### src/shared/mdc_pkg.sv
// Constants shared by the diagnostics counter block.
package mdc_pkg;

  // ==========================================================================
  // Frame fields
  localparam logic [7:0]  MDC_FUNC_DIAG       = 8'h08;
  localparam logic [7:0]  MDC_FUNC_EXC_FLAG   = 8'h80;
  localparam logic [7:0]  MDC_SERVER_MIN      = 8'h01;
  localparam logic [7:0]  MDC_SERVER_MAX      = 8'h63;
  localparam logic [7:0]  MDC_SERVER_BCAST    = 8'h00;
  localparam logic [15:0] MDC_DATA_ZERO       = 16'h0000;

  // ==========================================================================
  // Sub-function codes
  localparam logic [15:0] MDC_SUB_LOOPBACK    = 16'h0000;
  localparam logic [15:0] MDC_SUB_CLEAR_ALL   = 16'h000A;
  localparam logic [15:0] MDC_SUB_GOOD_MSG    = 16'h000B;
  localparam logic [15:0] MDC_SUB_BAD_MSG     = 16'h000C;
  localparam logic [15:0] MDC_SUB_EXC_RSP     = 16'h000D;
  localparam logic [15:0] MDC_SUB_SERVER_MSG  = 16'h000E;
  localparam logic [15:0] MDC_SUB_BCAST_MSG   = 16'h000F;
  localparam logic [15:0] MDC_SUB_BUSY_MSG    = 16'h0011;
  localparam logic [15:0] MDC_SUB_OVERLOAD    = 16'h0012;
  localparam logic [15:0] MDC_SUB_CLEAR_OVR   = 16'h0014;

  // ==========================================================================
  // Exception codes
  localparam logic [7:0]  MDC_EXC_NONE        = 8'h00;
  localparam logic [7:0]  MDC_EXC_ILL_FUNC    = 8'h01;
  localparam logic [7:0]  MDC_EXC_ILL_DATA    = 8'h03;

  // ==========================================================================
  // Counter bank layout
  localparam int          MDC_CNT_W           = 16;
  localparam int          MDC_NUM_CNT         = 7;
  localparam logic [15:0] MDC_CNT_RESET       = 16'h0000;
  localparam int          MDC_IDX_GOOD        = 0;
  localparam int          MDC_IDX_BAD         = 1;
  localparam int          MDC_IDX_EXC         = 2;
  localparam int          MDC_IDX_SERVER      = 3;
  localparam int          MDC_IDX_BCAST       = 4;
  localparam int          MDC_IDX_BUSY        = 5;
  localparam int          MDC_IDX_OVR         = 6;

endpackage : mdc_pkg

### src/logic/mdc_diag.sv
// Diagnostics function handler: loopback, counter reads and counter clears.
// ============================================================================
`timescale 1ns/1ps
`default_nettype none

module mdc_diag (
  // Clock and reset
  input  wire logic                         clk_in,
  input  wire logic                         rst_in,
  // Decoded request from the frame layer
  input  wire logic                         req_valid_in,
  input  wire logic [7:0]                   req_server_in,
  input  wire logic [7:0]                   req_func_in,
  input  wire logic [15:0]                  req_sub_in,
  input  wire logic [15:0]                  req_data_in,
  // Bus events from the frame layer
  input  wire logic                         ev_good_msg_in,
  input  wire logic                         ev_bad_msg_in,
  input  wire logic                         ev_exc_rsp_in,
  input  wire logic                         ev_server_msg_in,
  input  wire logic                         ev_bcast_msg_in,
  input  wire logic                         ev_busy_msg_in,
  input  wire logic                         ev_overload_in,
  // Configuration change
  input  wire logic                         comm_param_change_in,
  // Response to the frame layer
  output logic                              rsp_valid_out,
  // Response fields
  output logic      [7:0]                   rsp_server_out,
  output logic      [7:0]                   rsp_func_out,
  output logic      [15:0]                  rsp_sub_out,
  output logic      [15:0]                  rsp_data_out,
  output logic                              rsp_exc_out,
  output logic      [7:0]                   rsp_exc_code_out
);
  import mdc_pkg::*;

  // ==========================================================================
  // Request decode
  logic                 req_is_diag;
  logic                 req_unicast;
  logic                 req_bcast;
  logic                 sub_known;
  logic                 data_ok;
  logic                 do_exc;
  logic [7:0]           exc_code;
  logic                 clr_all;
  logic                 clr_ovr;
  logic [MDC_CNT_W-1:0] sel_value;

  logic [MDC_CNT_W-1:0] cnt_value [MDC_NUM_CNT];
  logic [1:0]           cnt_inc   [MDC_NUM_CNT];
  logic                 cnt_clr   [MDC_NUM_CNT];

  // Only diagnostics requests for server numbers 1 to 0x63 are answered.
  // A broadcast is decoded apart: it may clear, but it never answers.
  always_comb begin
    req_is_diag = req_valid_in && (req_func_in == MDC_FUNC_DIAG);
    req_unicast = req_is_diag && (req_server_in >= MDC_SERVER_MIN)
                  && (req_server_in <= MDC_SERVER_MAX);
    req_bcast   = req_is_diag && (req_server_in == MDC_SERVER_BCAST);
  end

  // ==========================================================================
  // Sub-function select
  // Clear sub-functions answer with the echoed data field, which is zero.
  always_comb begin
    sub_known   = 1'b1;
    sel_value   = MDC_CNT_RESET;
    unique case (req_sub_in)
      MDC_SUB_LOOPBACK:   sel_value = req_data_in;
      MDC_SUB_CLEAR_ALL:  sel_value = req_data_in;
      MDC_SUB_GOOD_MSG:   sel_value = cnt_value[MDC_IDX_GOOD];
      MDC_SUB_BAD_MSG:    sel_value = cnt_value[MDC_IDX_BAD];
      MDC_SUB_EXC_RSP:    sel_value = cnt_value[MDC_IDX_EXC];
      MDC_SUB_SERVER_MSG: sel_value = cnt_value[MDC_IDX_SERVER];
      MDC_SUB_BCAST_MSG:  sel_value = cnt_value[MDC_IDX_BCAST];
      MDC_SUB_BUSY_MSG:   sel_value = cnt_value[MDC_IDX_BUSY];
      MDC_SUB_OVERLOAD:   sel_value = cnt_value[MDC_IDX_OVR];
      MDC_SUB_CLEAR_OVR:  sel_value = req_data_in;
      default:            sub_known = 1'b0;
    endcase
  end

  // ==========================================================================
  // Exception decision
  // An unknown code outranks a bad data field when both apply.
  always_comb begin
    // Every sub-function except loopback expects a zero data field.
    data_ok  = (req_sub_in == MDC_SUB_LOOPBACK) || (req_data_in == MDC_DATA_ZERO);
    if (!sub_known) begin
      exc_code = MDC_EXC_ILL_FUNC;
    end else if (!data_ok) begin
      exc_code = MDC_EXC_ILL_DATA;
    end else begin
      exc_code = MDC_EXC_NONE;
    end
    do_exc   = req_unicast && (exc_code != MDC_EXC_NONE);
  end

  // ==========================================================================
  // Clear decision
  // Broadcast clears act without a response.
  // A parameter change clears on every cycle that it is held high.
  always_comb begin
    clr_all  = ((req_unicast || req_bcast) && sub_known && data_ok
                && (req_sub_in == MDC_SUB_CLEAR_ALL))
               || comm_param_change_in;
    clr_ovr  = (req_unicast || req_bcast) && sub_known && data_ok
               && (req_sub_in == MDC_SUB_CLEAR_OVR);
  end

  // ==========================================================================
  // Counter clears
  // Only the overrun counter also answers its own clear sub-function.
  always_comb begin
    for (int i = 0; i < MDC_NUM_CNT; i++) begin
      cnt_clr[i] = clr_all;
    end
    cnt_clr[MDC_IDX_OVR]    = clr_all || clr_ovr;
  end

  // ==========================================================================
  // Counter increments
  // The exception counter can step by two: an outside exception and one of ours.
  always_comb begin
    cnt_inc[MDC_IDX_GOOD]   = {1'b0, ev_good_msg_in};
    cnt_inc[MDC_IDX_BAD]    = {1'b0, ev_bad_msg_in};
    cnt_inc[MDC_IDX_EXC]    = 2'({1'b0, ev_exc_rsp_in} + {1'b0, do_exc});
    cnt_inc[MDC_IDX_SERVER] = {1'b0, ev_server_msg_in};
    cnt_inc[MDC_IDX_BCAST]  = {1'b0, ev_bcast_msg_in};
    cnt_inc[MDC_IDX_BUSY]   = {1'b0, ev_busy_msg_in};
    cnt_inc[MDC_IDX_OVR]    = {1'b0, ev_overload_in};
  end

  // ==========================================================================
  // Counter bank
  // One wrapping counter per slot; the index constants place each one.
  for (genvar g = 0; g < MDC_NUM_CNT; g++) begin : g_cnt
    mdc_counter u_cnt (
      .clk_in    (clk_in),
      .rst_in    (rst_in),
      .clr_in    (cnt_clr[g]),
      .inc_in    (cnt_inc[g]),
      .count_out (cnt_value[g])
    );
  end

  // ==========================================================================
  // Response register
  logic                 next_rsp_valid;
  logic [7:0]           next_rsp_server;
  logic [7:0]           next_rsp_func;
  logic [15:0]          next_rsp_sub;
  logic [15:0]          next_rsp_data;
  logic                 next_rsp_exc;
  logic [7:0]           next_rsp_exc_code;

  // ==========================================================================
  // Response next value
  // Fields hold their last value between answers; only the strobe is one cycle.
  always_comb begin
    next_rsp_valid    = req_unicast;
    next_rsp_server   = rsp_server_out;
    next_rsp_func     = rsp_func_out;
    next_rsp_sub      = rsp_sub_out;
    next_rsp_data     = rsp_data_out;
    next_rsp_exc      = rsp_exc_out;
    next_rsp_exc_code = rsp_exc_code_out;
    if (req_unicast) begin
      next_rsp_server   = req_server_in;
      next_rsp_sub      = req_sub_in;
      next_rsp_exc      = do_exc;
      next_rsp_exc_code = exc_code;
      // An exception answer flags the function code and carries no data.
      if (do_exc) begin
        next_rsp_func = MDC_FUNC_DIAG | MDC_FUNC_EXC_FLAG;
        next_rsp_data = MDC_DATA_ZERO;
      end else begin
        next_rsp_func = MDC_FUNC_DIAG;
        next_rsp_data = sel_value;
      end
    end
  end

  // ==========================================================================
  // Response flops
  // Reset zeroes every field so that nothing stale is shown after power-up.
  always_ff @(posedge clk_in) begin
    if (rst_in) begin
      rsp_valid_out    <= 1'b0;
      rsp_server_out   <= 8'h00;
      rsp_func_out     <= 8'h00;
      rsp_sub_out      <= 16'h0000;
      rsp_data_out     <= 16'h0000;
      rsp_exc_out      <= 1'b0;
      rsp_exc_code_out <= 8'h00;
    end else begin
      rsp_valid_out    <= next_rsp_valid;
      rsp_server_out   <= next_rsp_server;
      rsp_func_out     <= next_rsp_func;
      rsp_sub_out      <= next_rsp_sub;
      rsp_data_out     <= next_rsp_data;
      rsp_exc_out      <= next_rsp_exc;
      rsp_exc_code_out <= next_rsp_exc_code;
    end
  end

endmodule : mdc_diag

`default_nettype wire

### src/logic/mdc_counter.sv
// One 16-bit diagnostic counter that wraps past its maximum and clears on command.
`timescale 1ns/1ps
`default_nettype none

module mdc_counter (
  // Clock and reset
  input  wire logic                         clk_in,
  input  wire logic                         rst_in,
  // Control
  input  wire logic                         clr_in,
  input  wire logic [1:0]                   inc_in,
  // Value
  output logic      [mdc_pkg::MDC_CNT_W-1:0] count_out
);
  import mdc_pkg::*;

  logic [MDC_CNT_W-1:0] next_count;

  // ==========================================================================
  // Next value
  // A clear in the same cycle as an event keeps that event in the new count.
  always_comb begin
    if (clr_in) begin
      next_count = {{(MDC_CNT_W-2){1'b0}}, inc_in};
    end else begin
      next_count = MDC_CNT_W'(count_out + {{(MDC_CNT_W-2){1'b0}}, inc_in});
    end
  end

  // ==========================================================================
  // Register
  always_ff @(posedge clk_in) begin
    if (rst_in) begin
      count_out <= MDC_CNT_RESET;
    end else begin
      count_out <= next_count;
    end
  end

endmodule : mdc_counter

`default_nettype wire

### config.mk
export PLATFORM = sky130hd
export DESIGN_NAME = mdc_diag
export DESIGN_NICKNAME = d
export VERILOG_FILES = /design/src/shared/mdc_pkg.sv /design/src/logic/mdc_diag.sv /design/src/logic/mdc_counter.sv
export SDC_FILE = /design/constraint.sdc
export NUM_CORES = 1
export LEC_CHECK = 0
export BUFFER_PORTS_ARGS = -buffer_cell sky130_fd_sc_hd__buf_4
export CAP_MARGIN = 20
export CORE_ASPECT_RATIO = 0.7
export CORE_MARGIN = 3
export CORE_UTILIZATION = 40
export DETAILED_ROUTE_END_ITERATION = 6
export GPL_ROUTABILITY_DRIVEN = 0
export SLEW_MARGIN = 10
export SYNTH_ARGS = -nofsm -noshare
export SYNTH_HDL_FRONTEND = slang
export SYNTH_HIERARCHICAL = 1
export SYNTH_SLANG_ARGS = --single-unit
### constraint.sdc
create_clock -name clk_in -period 8.54 [get_ports clk_in]
set_clock_uncertainty 0.2 [all_clocks]
set_input_delay 1.281 -clock clk_in [delete_from_list [all_inputs] [get_ports clk_in]]
set_output_delay 1.281 -clock clk_in [all_outputs]
set_load 0.01 [all_outputs]
After elaboration in Yosys (flattened, before gate mapping):

Cells that the tools add are included.

* flip-flop bits (word level): 170
* output and inout port bits: 58

* $add $sub $neg: 8
* order comparisons: 2
* equality and inequality tests: 10
* multiplexer cells: 13
* reduce and logical (&&, ||, !) cells: 21

Operators with widths (number)
* 16-bit one-hot mux with 8 select lines: 1
* 16-bit by 1-bit adder with 16-bit output: 6
* 16-bit by 4-bit equality test with 1-bit output, second input constant: 6
* 16-bit by 5-bit equality test with 1-bit output, second input constant: 3
* 16-bit zero test: 2
* 16-bit by 2-bit adder with 16-bit output: 1
* 16-bit two-way mux: 1
* 10-bit OR reduction: 1
* 1-bit logical AND: 9
* 8-bit by 4-bit equality test with 1-bit output, second input constant: 1
* 8-bit by 1-bit >= comparator with 1-bit output, second input constant: 1
* 8-bit by 7-bit <= comparator with 1-bit output, second input constant: 1
* 8-bit zero test: 1
* 8-bit two-way mux: 1
* 8-bit nonzero test: 1
* 1-bit two-way mux: 7
* 2-bit two-way mux: 3
* 1-bit logical OR: 4
* 2-bit OR reduction: 2
* 3-bit OR reduction: 1
* 1-bit by 1-bit adder with 2-bit output: 1

Longest topological paths before layout:

* depth after elaboration: 11
* gate-level depth with buffers: 16
* gate-level depth less buffers: 14

Cells and area by module:

The synthesis kept the hierarchy.

Modules (own cells, without submodules)
* mdc_counter: times used 7, cells an instance 83, area each 760.7 um^2, sequential area each 320.3 um^2
* mdc_diag: times used 1, cells an instance 349, area each 2690.1 um^2, sequential area each 900.9 um^2

Least setup slack after synthesis:

OpenSTA, ideal clock, no wires.

* path kind: input to register
* start: in req_sub_in[1]
* end: reg g_cnt[2].u_cnt/count_out[10] (netlist bit)
* arrival time: 4.021 ns
* required time: 8.281 ns
* setup slack: 4.260 ns
* cell stages on the path: 15
* buffers on the path: 1
* path through: buf_2 > xor2_1 > o32a_1 > nand3_1 > nand2_1 > a21oi_1 > nor2_1 > ha_1 > ha_1 > inv_1 > fa_1 > nor2b_1 > nand3_1 > or4_1 > nand2_1

RTL lines
* from (decl): line mdc_diag.sv:14 `input wire logic [15:0] req_sub_in,`
* to (signal assigned): line mdc_counter.sv:36 `count_out <= next_count;`
* to (decl): line mdc_counter.sv:13 `output logic [mdc_pkg::MDC_CNT_W-1:0] count_out`

==> metrics.txt <==
initial antenna violation count 0; max-slew violations 0; fmax 221.7 MHz; Ant. Diodes 0; pre-CTS WS 3.720 ns; synth-to-layout area growth 19.31%; htree depth 4; Detail Route Antenna Nets 0; Hold Crit Start rsp_sub_out[9]$_SDFFE_PP0N_; latest clock arrival within the worst-skew pair 0.43 ns; GRT overflow 0; worst hold path type flip-flop to flip-flop; max_cap viols 0; Post-route DRC 0; FF+latch area 3143 sq um; status completed; Hold Crit Depth 2; CP Class input port to flip-flop; Worst-path clk slew 0.07 ns; effective utilization at floorplan 41.56%; first-pass GRT wire length 35740 um; Critical Path Start req_data_in[8]; Final period util 52.81%; P_leak 3.553 nW; reg2reg start g_cnt[1].u_cnt/count_out[0]$_SDFF_PP0_; CP endpoint kind flip-flop; Worst Path Required 8.71 ns; pin count of the biggest net entering global routing 59; die extent in y 124.4 um; Arrival @ worst endpoint 4.68 ns; CTS buffer count 17; nets 1114; port bufs 104; yosys warns 6; total power 0.001607 W; full die area 21800 sq um; layout cells sized above 1 16.25%; Die W 175.2 um; router iterations before antenna repair 5; r2r worst-path depth 7; WL/cell 17.25 um; commonest cells after routing, fill and taps aside dfxtp_1 (157), nand2_1 (119), buf_4 (109); Setup violations, final 0; startpoint types input port; Worst-Margin Slew 1.058 ns; area of the multi-input gates 4587 sq um; # resized after CTS 0; unrepaired setup endpoints after global routing false; crit-path max FO 4; EDFF count, synth 0; post-DP HPWL 16650 um; main flop type after synthesis dfxtp_1; CTS tree done; Via density 5.446; Yosys reg bits 157; ys async rst share 0%; post-layout minimum cycle time 4.510 ns; CTS sink count 157; Yosys cell types 53; sequential area share after synthesis 39.21%; Slew HR 29.30%; filler instances 1861; setup ws final 4.030 ns; power density over cell area 168.0 nW/um^2; Final Hold Viols 0; Setup TNS 0 ns; cts hold-fix bufs 0; cell count after synthesis 930; vias in the first global route 6425; Root Buffer clkbuf_16; # rows 42; CORE AREA 19290 sq um; Synth Cell Area 8015 sq um; Avg Synthesized Cell Area 8.618 sq um; io pins 117; Post-Route WL 22600 um; via count 7134; commonest non-fill, non-tap cell in the layout dfxtp_1; Max clock buf depth 2; VDD IR max 0.0001260 V; postcts setup bufs 0; GRT Total Usage 20.43%; Iter 0 DRT Violations 549
[sequential cells by signal, indices dropped and copies added, names as in the netlist]
name and flops:
rsp_data_out 16, rsp_func_out 2, rsp_valid_out 1, rsp_server_out 8
rsp_exc_code_out 2, g_cnt.u_cnt/count_out 112, rsp_sub_out 16
[cell type report]
class                      count  share of cell area (%)
clock buffer                  17                   4.449
clock inverter                15                   1.609
inverter                      28                   1.099
multi-input combinational    720                   47.97
sequential                   157                   32.87
tap                          264                   3.454
timing repair buffer         109                   8.557
[final timing paths]
path | end | slack [ns]
worst max register to register | g_cnt[1].u_cnt/count_out[10]$_SDFF_PP0_ | 6.11
worst max-delay path | g_cnt[2].u_cnt/count_out[10]$_SDFF_PP0_ | 4.03
worst min-delay path | rsp_sub_out[9]$_SDFFE_PP0N_ | 0.25
worst min register to register | rsp_sub_out[9]$_SDFFE_PP0N_ | 0.25
[through the flow]
stage | utilization [%] | hold WS (ns) | instance area [sq um] | std cells
finish | 49.58 | 0.2520 | 9563 | 1310
global route | 49.58 | 0.2704 | 9563 | 1310
CTS | 49.58 | 0.2534 | 9563 | 1310
detailed placement | 46.58 | 0.2440 | 8984 | 1278
global placement | 46.58 | 0.2401 | 8984 | 1278
floorplan | - | 0.2532 | 8124 | 959
[metal layers]
metal	global-route usage (%)	part of all wire, %
met5	0	0
met1	32.06	51
met3	4.144	7.4
met2	28.25	41
met4	4.641	0.93
[synth_stat cells, drive strengths merged, types with 2 or more instances]
master,number,share of area [%]
a21o,7,0.66
a21oi,68,4.2
a221oi,3,0.33
a22o,16,1.7
a22oi,49,4.6
and2,5,0.39
and3,2,0.16
and4,15,1.9
buf,29,2.5
clkbuf,25,1.2
dfxtp,157,39
fa,7,1.7
ha,15,2.3
inv,28,1.3
mux2i,7,0.87
nand2,119,5.6
nand3,38,3.5
nand4,32,3.9
nand4bb,2,0.28
nor2,105,4.9
nor2b,18,1.4
nor3,4,0.31
nor4,9,1.0
o211ai,14,1.3
o21ai,14,0.87
o22ai,16,1.2
o31ai,9,0.84
or2,8,0.62
or3,14,1.1
or4,22,2.1
xnor2,14,1.5
xor2,50,5.5
[power by group]
part           leakage [nW]  total, W  internal (W)  switching [W]
Combinational          2.00  0.000106     0.0000410      0.0000649
Sequential             1.27  0.000747      0.000739     0.00000784
Clock                 0.281  0.000754      0.000412       0.000342
Total                  3.55   0.00161       0.00119       0.000415
[cells by family after synthesis]
group	count (synthesis)	synth area share, %
simple gates	395	27.30
compound gates	202	16.50
flops	157	39.21
buf+inv	82	4.980
xor+xnor	64	6.993
fa+ha+maj	22	4.090
mux	7	0.8742
other cells	1	0.04679
[worst max-delay path: stages]
cell	delay (ns)
buf_4	0.11
nor4_1	0.67
nand4_1	0.30
a21oi_1	0.37
nor2_1	0.08
ha_1	0.31
ha_1	0.16
inv_1	0.05
fa_1	0.43
nor2b_1	0.26
nand3_1	0.16
or4_1	0.41
nand2_1	0.07
No activity file was read; power rests on OpenSTA's default activity.
